===== src/logic/mdiv_consts.svh =====
// Constants for the multiply and divide unit
// Behaviour
// - Own pipeline keeps advancing while integer pipeline stalls
// - 33x17 signed array; second operand width sets passes
// - Narrow multiply every cycle, wide every other
// - Multiply size found from operand values
// - Divider resolves one quotient bit per clock
// - Narrow dividends skip 23, 15 or 7 iterations
// - Any op during divide stalls until done
// - Multiply latency and repeat per operand size
// - Divide latency and repeat per dividend width
// - Results into pair; move ops copy out
// - Register multiply writes low product to register
// - Multiply-add adds product to pair
// - Multiply-subtract subtracts product from pair
`ifndef MDIV_CONSTS_SVH
`define MDIV_CONSTS_SVH

`define MDIV_WORD_BITS   6'd32
`define MDIV_SKIP_W8     6'd23
`define MDIV_SKIP_W16    6'd15
`define MDIV_SKIP_W24    6'd7
`define MDIV_SKIP_W32    6'd0
// Repeat counts; latency is always one more
`define MDIV_DREP_W8     6'd11
`define MDIV_DREP_W16    6'd18
`define MDIV_DREP_W24    6'd25
`define MDIV_DREP_W32    6'd32
`define MDIV_CNT_ONE     6'd1
`define MDIV_CNT_ZERO    6'd0
`define MDIV_WORD_RST    32'h0000_0000
`define MDIV_PART_RST    64'h0000_0000_0000_0000
`define MDIV_SIGN8_LSB   7
`define MDIV_SIGN16_LSB  15
`define MDIV_SIGN24_LSB  23
`define MDIV_HALF_BITS   16

`endif


===== src/logic/mdiv_pkg.sv =====
// Types of the multiply and divide unit
package mdiv_pkg;

  typedef enum logic [2:0] {
    MDIV_MOVE_FROM_HIGH = 3'h0,
    MDIV_MOVE_FROM_LOW  = 3'h1,
    MDIV_PAIR_MULTIPLY  = 3'h2,
    MDIV_MULTIPLY_ADD   = 3'h3,
    MDIV_MULTIPLY_SUB   = 3'h4,
    MDIV_REG_MULTIPLY   = 3'h5,
    MDIV_DIVIDE         = 3'h6
  } mdiv_op_t;

  typedef enum logic [1:0] {
    MDIV_DIV_IDLE = 2'b00,
    MDIV_DIV_ITER = 2'b01,
    MDIV_DIV_WAIT = 2'b11
  } mdiv_dstate_t;

endpackage


===== src/logic/mdiv_core.sv =====
// Multiply and divide unit beside the integer pipeline
`timescale 1ns/1ps
`default_nettype none
`include "mdiv_consts.svh"

module mdiv_core
  import mdiv_pkg::*;
#(
  parameter int unsigned GPR_AW = 5
) (
  input  wire logic              clk_i,
  input  wire logic              rst_i,
  input  wire logic              issue_valid_i,
  input  wire mdiv_op_t          issue_op_i,
  input  wire logic              issue_signed_i,
  input  wire logic [31:0]       first_source_operand_i,
  input  wire logic [31:0]       second_source_operand_i,
  input  wire logic [GPR_AW-1:0] issue_dest_i,
  output logic                   stall_o,
  output logic                   div_busy_o,
  output logic                   gpr_we_o,
  output logic [GPR_AW-1:0]      gpr_waddr_o,
  output logic [31:0]            gpr_wdata_o,
  output logic [31:0]            high_result_o,
  output logic [31:0]            low_result_o
);

  if (GPR_AW < 1 || GPR_AW > 8) begin : g_bad_aw
    $error("GPR_AW out of range");
  end

  // Each repeat count must leave room for its iterations
  if (`MDIV_DREP_W8  < `MDIV_WORD_BITS - `MDIV_SKIP_W8  ||
      `MDIV_DREP_W16 < `MDIV_WORD_BITS - `MDIV_SKIP_W16 ||
      `MDIV_DREP_W24 < `MDIV_WORD_BITS - `MDIV_SKIP_W24 ||
      `MDIV_DREP_W32 < `MDIV_WORD_BITS - `MDIV_SKIP_W32) begin : g_bad_rep
    $error("Divide repeat shorter than its iterations");
  end

  // Short local names; only src_b decides the multiply size
  logic [31:0] src_a;
  logic [31:0] src_b;
  assign src_a = first_source_operand_i;
  assign src_b = second_source_operand_i;

  // Registers
  logic              stall_q;
  logic              p2_q;
  logic [32:0]       a_q;
  logic [16:0]       bhi_q;
  logic [63:0]       p1_q;
  logic              madd_q;
  logic              msub_q;
  logic              rmul_q;
  logic [GPR_AW-1:0] dest_q;
  logic [31:0]       high_result_q;
  logic [31:0]       low_result_q;
  logic              wb_v_q;
  logic [GPR_AW-1:0] wb_a_q;
  logic [31:0]       wb_d_q;
  logic              gpr_we_q;
  logic [GPR_AW-1:0] gpr_waddr_q;
  logic [31:0]       gpr_wdata_q;
  mdiv_dstate_t      dstate_q;
  mdiv_dstate_t      dstate_d;
  logic [5:0]        cnt_q;
  logic [5:0]        cnt_d;
  logic [5:0]        iter_q;
  logic [31:0]       rem_q;
  logic [31:0]       quo_q;
  logic [31:0]       dvs_q;
  logic              qneg_q;
  logic              rneg_q;
  logic              div_busy_q;

  // Issue decode; a stalled issue is simply not taken
  wire accept  = issue_valid_i & ~stall_q;
  wire is_mhi  = issue_op_i == MDIV_MOVE_FROM_HIGH;
  wire is_mlo  = issue_op_i == MDIV_MOVE_FROM_LOW;
  wire is_madd = issue_op_i == MDIV_MULTIPLY_ADD;
  wire is_msub = issue_op_i == MDIV_MULTIPLY_SUB;
  wire is_rmul = issue_op_i == MDIV_REG_MULTIPLY;
  wire is_div  = issue_op_i == MDIV_DIVIDE;
  wire is_mul  = is_madd | is_msub | is_rmul | (issue_op_i == MDIV_PAIR_MULTIPLY);
  wire sgn     = issue_signed_i;
  wire take_mul = accept & is_mul;
  wire take_div = accept & is_div;

  // Operand size from the value of the second operand only; the first never matters
  wire b_sext16 = (&src_b[31:`MDIV_SIGN16_LSB]) | ~(|src_b[31:`MDIV_SIGN16_LSB]);
  wire b_zext16 = ~(|src_b[31:`MDIV_HALF_BITS]);
  wire b_narrow = sgn ? b_sext16 : b_zext16;

  // One shared 33x17 signed array serves both passes
  // Low half of a wide second operand is unsigned; its sign rides in the upper pass
  wire [32:0] a_in   = {sgn & src_a[31], src_a};
  wire [16:0] b_low  = b_narrow ? src_b[16:0] : {1'b0, src_b[15:0]};
  wire [32:0] mult_a = p2_q ? a_q : a_in;
  wire [16:0] mult_b = p2_q ? bhi_q : b_low;
  wire signed [49:0] prod = $signed(mult_a) * $signed(mult_b);
  wire [63:0] prod64 = {{14{prod[49]}}, prod};
  wire [63:0] upper  = {prod64[47:0], {`MDIV_HALF_BITS{1'b0}}};
  wire [63:0] fin    = p2_q ? p1_q + upper : prod64;

  wire p2_d      = take_mul & ~b_narrow;
  wire fin_valid = p2_q | (take_mul & b_narrow);
  wire fin_add   = p2_q ? madd_q : is_madd;
  wire fin_sub   = p2_q ? msub_q : is_msub;
  wire fin_reg   = p2_q ? rmul_q : is_rmul;
  wire [GPR_AW-1:0] fin_dest = p2_q ? dest_q : issue_dest_i;

  // Dividend width class from its sign extension
  wire s8  = (&src_a[31:`MDIV_SIGN8_LSB])  | ~(|src_a[31:`MDIV_SIGN8_LSB]);
  wire s16 = (&src_a[31:`MDIV_SIGN16_LSB]) | ~(|src_a[31:`MDIV_SIGN16_LSB]);
  wire s24 = (&src_a[31:`MDIV_SIGN24_LSB]) | ~(|src_a[31:`MDIV_SIGN24_LSB]);
  wire w8  = sgn ? s8  : ~(|src_a[31:`MDIV_SIGN8_LSB + 1]);
  wire w16 = sgn ? s16 : ~(|src_a[31:`MDIV_SIGN16_LSB + 1]);
  wire w24 = sgn ? s24 : ~(|src_a[31:`MDIV_SIGN24_LSB + 1]);
  wire [5:0] skip = w8  ? `MDIV_SKIP_W8  :
                    w16 ? `MDIV_SKIP_W16 :
                    w24 ? `MDIV_SKIP_W24 : `MDIV_SKIP_W32;
  wire [5:0] drep = w8  ? `MDIV_DREP_W8  :
                    w16 ? `MDIV_DREP_W16 :
                    w24 ? `MDIV_DREP_W24 : `MDIV_DREP_W32;
  wire [5:0] iters = `MDIV_WORD_BITS - skip;

  // Divide by zero leaves an undefined pair and raises no trap
  // Magnitudes only; signs are restored at commit
  wire        neg_a = sgn & src_a[31];
  wire        neg_b = sgn & src_b[31];
  wire [31:0] dmag  = neg_a ? 32'(-src_a) : src_a;
  wire [31:0] vmag  = neg_b ? 32'(-src_b) : src_b;
  // Top bits of a narrow magnitude are zero, so pre-shift them out
  wire [31:0] dsh   = dmag << skip;

  // One restoring step per clock
  wire        iterating = dstate_q == MDIV_DIV_ITER;
  wire [32:0] shr   = {rem_q, quo_q[31]};
  wire [32:0] diff  = shr - {1'b0, dvs_q};
  wire        ge    = ~diff[32];
  wire [31:0] rem_d = iterating ? (ge ? diff[31:0] : shr[31:0]) : rem_q;
  wire [31:0] quo_d = iterating ? {quo_q[30:0], ge} : quo_q;
  wire [31:0] q_fix = qneg_q ? 32'(-quo_d) : quo_d;
  wire [31:0] r_fix = rneg_q ? 32'(-rem_d) : rem_d;
  wire        div_commit = (dstate_q != MDIV_DIV_IDLE) && (cnt_q == `MDIV_CNT_ONE);

  // Result committing this edge is forwarded to readers of the pair
  wire [63:0] hilo_eff = div_commit ? {r_fix, q_fix} : {high_result_q, low_result_q};
  wire [63:0] acc = fin_add ? hilo_eff + fin :
                    fin_sub ? hilo_eff - fin : fin;
  wire        hilo_mul = fin_valid & ~fin_reg;

  wire move_take = accept & (is_mhi | is_mlo);
  wire mul_wb    = fin_valid & fin_reg;

  // Repeat counter: the issue stall and the commit both key off it
  always_comb begin
    cnt_d = cnt_q;
    if (take_div) begin
      cnt_d = drep;
    end else if (cnt_q != `MDIV_CNT_ZERO) begin
      cnt_d = cnt_q - `MDIV_CNT_ONE;
    end
  end

  always_comb begin
    dstate_d = dstate_q;
    if (take_div) begin
      dstate_d = MDIV_DIV_ITER;
    end else begin
      unique case (dstate_q)
        MDIV_DIV_IDLE: dstate_d = MDIV_DIV_IDLE;
        MDIV_DIV_ITER: begin
          if (cnt_q == `MDIV_CNT_ONE) begin
            dstate_d = MDIV_DIV_IDLE;
          end else if (iter_q == `MDIV_CNT_ONE) begin
            dstate_d = MDIV_DIV_WAIT;
          end
        end
        MDIV_DIV_WAIT: begin
          if (cnt_q == `MDIV_CNT_ONE) begin
            dstate_d = MDIV_DIV_IDLE;
          end
        end
        default: dstate_d = MDIV_DIV_IDLE;
      endcase
    end
  end

  // Stall covers the second multiply pass and the divide body
  // A registered stall cannot see the next op, so a wide pass blocks any op
  wire stall_d = p2_d | (cnt_d > `MDIV_CNT_ONE);

  // No stall input: this pipeline never waits for the integer one
  always_ff @(posedge clk_i) begin
    if (rst_i) begin
      stall_q    <= 1'b0;
      p2_q       <= 1'b0;
      dstate_q   <= MDIV_DIV_IDLE;
      cnt_q      <= `MDIV_CNT_ZERO;
      div_busy_q <= 1'b0;
    end else begin
      stall_q    <= stall_d;
      p2_q       <= p2_d;
      dstate_q   <= dstate_d;
      cnt_q      <= cnt_d;
      div_busy_q <= dstate_d != MDIV_DIV_IDLE;
    end
  end

  // First pass of a wide multiply
  always_ff @(posedge clk_i) begin
    if (rst_i) begin
      a_q    <= 33'h0_0000_0000;
      bhi_q  <= 17'h0_0000;
      p1_q   <= `MDIV_PART_RST;
      madd_q <= 1'b0;
      msub_q <= 1'b0;
      rmul_q <= 1'b0;
      dest_q <= '0;
    end else if (p2_d) begin
      a_q    <= a_in;
      bhi_q  <= {sgn & src_b[31], src_b[31:16]};
      p1_q   <= prod64;
      madd_q <= is_madd;
      msub_q <= is_msub;
      rmul_q <= is_rmul;
      dest_q <= issue_dest_i;
    end
  end

  always_ff @(posedge clk_i) begin
    if (rst_i) begin
      iter_q <= `MDIV_CNT_ZERO;
      rem_q  <= `MDIV_WORD_RST;
      quo_q  <= `MDIV_WORD_RST;
      dvs_q  <= `MDIV_WORD_RST;
      qneg_q <= 1'b0;
      rneg_q <= 1'b0;
    end else if (take_div) begin
      iter_q <= iters;
      rem_q  <= `MDIV_WORD_RST;
      quo_q  <= dsh;
      dvs_q  <= vmag;
      qneg_q <= neg_a ^ neg_b;
      rneg_q <= neg_a;
    end else if (iterating) begin
      iter_q <= iter_q - `MDIV_CNT_ONE;
      rem_q  <= rem_d;
      quo_q  <= quo_d;
    end
  end

  // Later multiply wins over a divide committing on the same edge
  // Register multiplies leave the pair untouched
  always_ff @(posedge clk_i) begin
    if (rst_i) begin
      high_result_q <= `MDIV_WORD_RST;
      low_result_q  <= `MDIV_WORD_RST;
    end else if (hilo_mul) begin
      high_result_q <= acc[63:32];
      low_result_q  <= acc[31:0];
    end else if (div_commit) begin
      high_result_q <= r_fix;
      low_result_q  <= q_fix;
    end
  end

  // Write-back stage, then the output flops
  // Moves and register multiplies share one port; the stall keeps them apart
  always_ff @(posedge clk_i) begin
    if (rst_i) begin
      wb_v_q      <= 1'b0;
      wb_a_q      <= '0;
      wb_d_q      <= `MDIV_WORD_RST;
      gpr_we_q    <= 1'b0;
      gpr_waddr_q <= '0;
      gpr_wdata_q <= `MDIV_WORD_RST;
    end else begin
      wb_v_q <= mul_wb | move_take;
      if (mul_wb) begin
        wb_a_q <= fin_dest;
        wb_d_q <= fin[31:0];
      end else if (move_take) begin
        wb_a_q <= issue_dest_i;
        wb_d_q <= is_mhi ? hilo_eff[63:32] : hilo_eff[31:0];
      end
      gpr_we_q    <= wb_v_q;
      gpr_waddr_q <= wb_a_q;
      gpr_wdata_q <= wb_d_q;
    end
  end

  assign stall_o       = stall_q;
  assign div_busy_o    = div_busy_q;
  assign gpr_we_o      = gpr_we_q;
  assign gpr_waddr_o   = gpr_waddr_q;
  assign gpr_wdata_o   = gpr_wdata_q;
  assign high_result_o = high_result_q;
  assign low_result_o  = low_result_q;

endmodule

`default_nettype wire


===== config.mk =====
export PLATFORM = sky130hd
export DESIGN_NAME = mdiv_core
export DESIGN_NICKNAME = d
export VERILOG_FILES = /design/src/logic/mdiv_pkg.sv /design/src/logic/mdiv_core.sv
export VERILOG_INCLUDE_DIRS = /design/src /design/src/logic
export SDC_FILE = /design/constraint.sdc
export NUM_CORES = 2
export LEC_CHECK = 0
export BUFFER_PORTS_ARGS = -buffer_cell sky130_fd_sc_hd__buf_2
export CAP_MARGIN = 20
export CELL_PAD_IN_SITES_DETAIL_PLACEMENT = 1
export CELL_PAD_IN_SITES_GLOBAL_PLACEMENT = 2
export CORE_MARGIN = 2
export CORE_UTILIZATION = 42
export CTS_CLUSTER_DIAMETER = 60
export DETAILED_ROUTE_END_ITERATION = 10
export GPL_TIMING_DRIVEN = 0
export PLACE_DENSITY_LB_ADDON = 0.12
export SLEW_MARGIN = 10
export SYNTH_ARGS = -nofsm -noshare
export SYNTH_HDL_FRONTEND = slang
export SYNTH_SLANG_ARGS = --single-unit
export TNS_END_PERCENT = 5

===== constraint.sdc =====
create_clock -name clk_i -period 33.4 [get_ports clk_i]
set_input_delay 5.01 -clock clk_i [delete_from_list [all_inputs] [get_ports clk_i]]
set_output_delay 5.01 -clock clk_i [all_outputs]
set_load 0.005 [all_outputs]

==> impl_metrics.json <==
{
  "fin_crit_ps": 19870,
  "cts_tree": "yes",
  "rows": 126,
  "drive_gt1_frac": 0.06362,
  "maxCapViolCount": 0,
  "max_stage_delay_ps": 860,
  "htreeDepth": 2,
  "grt_use_total": 0.4179,
  "initial_utilization": 0.4246,
  "grt_max_degree": 17,
  "syn-num-nets": 7489,
  "ys_types": 94,
  "synth_seq_cells": 363,
  "fillers": 14760,
  "vias": 52060,
  "fin_tns_setup_ps": 0,
  "finalNetCount": 7745,
  "wl_met3_mm": 21.68,
  "cts_root_buf": "clkbuf_16",
  "multi_input_area_um2": 38760,
  "clk_latency_ps": 690,
  "final_common_cell": "nand2_1",
  "syn_area_per_cell_um2": 7.676,
  "yosysWarnings": 0,
  "ant_nets": 0,
  "hp-start": "dest_q[2]",
  "r2r-end": "high_result_o[30]",
  "slew_headroom": 0.1217,
  "ys_async_sr_fraction": 0,
  "wl_per_cell_um": 31.16,
  "slew_viol_final": 0,
  "drt-total-wl_mm": 261.1,
  "whs_endpoint": "dest_q[2]",
  "routed.top_layer": "met5",
  "port_buffers": 157,
  "synth_ff_type": "dfxtp_1",
  "gp_congestion": 1.062,
  "cpMostUsedCell": "fa_1",
  "die_h_um": 349.7,
  "dr.pass1.iters": 6,
  "rsz0062_at_grt": "false",
  "cp_slowest_cell": "o41ai_1",
  "hpwl_mm": 218.6,
  "crit_arrival_ps": 20400,
  "drc_errors": 0,
  "final-hold-violation-count": 0,
  "coreArea_um2": 118200,
  "cts_max_path_buffers": 3,
  "finClkSkew_ps": 62.57,
  "post_cts_resized": 0,
  "status": "finished clean",
  "clk_pin_slew_ps": 60,
  "hold_path_depth": 2,
  "vias_per_cell": 6.212,
  "numCtsBuffers": 50,
  "drtIter0Drc": 4709,
  "synth_cells": 6541,
  "die-area_um2": 122300,
  "grt_pass1_vias": 52740,
  "setup_viol": 0,
  "cts_sinks": 363,
  "synthToLayoutAreaGrowth_pct": 10.07,
  "syn_area_um2": 50210,
  "wl_met2_mm": 116.7,
  "antenna_found_initial": 23,
  "cp.required_ps": 33930,
  "regArea_um2": 7267,
  "fp.dieW_um": 349.7,
  "startpoint_type": "input port",
  "r2r_cells": 49,
  "yosysSeqAreaShare": 0.1447,
  "overflow": 0,
  "worst_slew_pin_slew_ps": 1281,
  "min_period_over_period": 0.5950,
  "r2r_start": "p2_q",
  "hp-class": "flop to flop",
  "crit_fanout": 10,
  "layout_common_cells": "nand2_1 (845), inv_1 (773), nor2_1 (745), fa_1 (541), a21oi_1 (514)",
  "path_class": "input port to flop",
  "synth-edff-count": 0,
  "max_freq_mhz": 50.32,
  "io_pins": 180,
  "cp-end-kind": "flop",
  "wl_met1_mm": 102.8,
  "grt_pass1_wl_mm": 370.2,
  "hold_buffers": 0,
  "post_cts_buffers": 0,
  "r2r_slack_ps": 15590
}
-- kinds of logic after synthesis --
logic type,Yosys count,share of synthesized area
multiplexers,157,0.03267
flip-flops,363,0.1447
AO/OA/AOI/OAI,1620,0.2095
XOR/XNOR,246,0.04319
AND/OR/NAND/NOR,2148,0.1861
adder cells (fa/ha/maj),872,0.2982
buffers and inverters,1135,0.08568
-- state kept, by name, summed over array words and instances, names as in the netlist, 5 cells and up --
register,flops
a_q,33
wb_a_q,5
wb_d_q,32
gpr_waddr_o,5
cnt_q,6
low_result_o,32
bhi_q,17
quo_q,32
dvs_q,32
p1_q,50
high_result_o,32
iter_q,6
dest_q,5
gpr_wdata_o,32
rem_q,32
-- cell usage after synthesis, drive strengths merged, types with 39 or more instances --
master,n,area share
a211oi,131,0.020
a21o,106,0.016
a21oi,515,0.051
a221oi,61,0.011
a31oi,57,0.0071
and2,44,0.0055
buf,44,0.0041
clkbuf,315,0.024
dfxtp,363,0.14
fa,541,0.22
ha,331,0.082
inv,773,0.058
mux2,55,0.012
mux2i,102,0.020
nand2,847,0.063
nand2b,51,0.0064
nand3,77,0.0077
nand4,44,0.0055
nor2,747,0.056
nor2b,65,0.0081
nor3,106,0.011
o21ai,289,0.029
o21bai,69,0.011
o22ai,43,0.0054
o31ai,39,0.0058
or3,42,0.0052
xnor2,150,0.026
xor2,95,0.017
-- worst max path at each step --
stage	from	end	slack [ps]	cells after the start
2_1_floorplan	second_source_operand_i[22]	high_result_o[30]	17570	50
3_3_place_gp	second_source_operand_i[22]	high_result_o[30]	13300	50
3_5_place_dp	second_source_operand_i[22]	high_result_o[30]	13220	50
4_1_cts	second_source_operand_i[22]	high_result_o[30]	13920	50
5_1_grt	second_source_operand_i[22]	high_result_o[30]	13120	51
6_report	second_source_operand_i[22]	high_result_o[30]	13530	50
-- worst max-delay path, delay by kind of cell --
family	cells	cell delay [ps]
XOR/XNOR	2	690
AO/OA/AOI/OAI	20	5710
AND/OR/NAND/NOR	10	2180
buffers and inverters	9	2710
adder cells (fa/ha/maj)	9	4080
-- through the flow --
stage | area, um^2 | util | std cells | setup slack (ps) | hold WS [ps]
6_report | 55260 | 0.4674 | 8380 | 13530 | 457.1
5_1_grt | 55250 | 0.4673 | 8375 | 13120 | 470.8
4_1_cts | 55210 | 0.4670 | 8369 | 13920 | 457.7
3_5_place_dp | 53420 | 0.4518 | 8277 | 13220 | 448.7
3_3_place_gp | 52910 | 0.4475 | 8234 | 13300 | 440.1
2_1_floorplan | 50210 | - | 6541 | 17570 | 413.8
-- metal layers --
| layer | GRT usage | up-vias |
|---|---|---|
| li1 | - | 22550 |
| met2 | 0.6691 | 2429 |
| met3 | 0.07224 | 707 |
| met1 | 0.5227 | 26350 |
| met4 | 0.2632 | 16 |
| met5 | 0 | - |
-- cell type report --
class	instances	share of cell area
Multi-Input combinational cell	5043	0.7014
Sequential cell	363	0.1315
Inverter	776	0.05271
Tap cell	1536	0.03478
Buffer	359	0.02513
Clock buffer	62	0.02418
Timing Repair Buffer	204	0.02174
Clock inverter	30	0.008264
Antenna cell	7	0.0003170
Power is left out: the tool's default activity adds up to more than one toggle a clock period on the data nets, which glitch-free logic cannot reach.
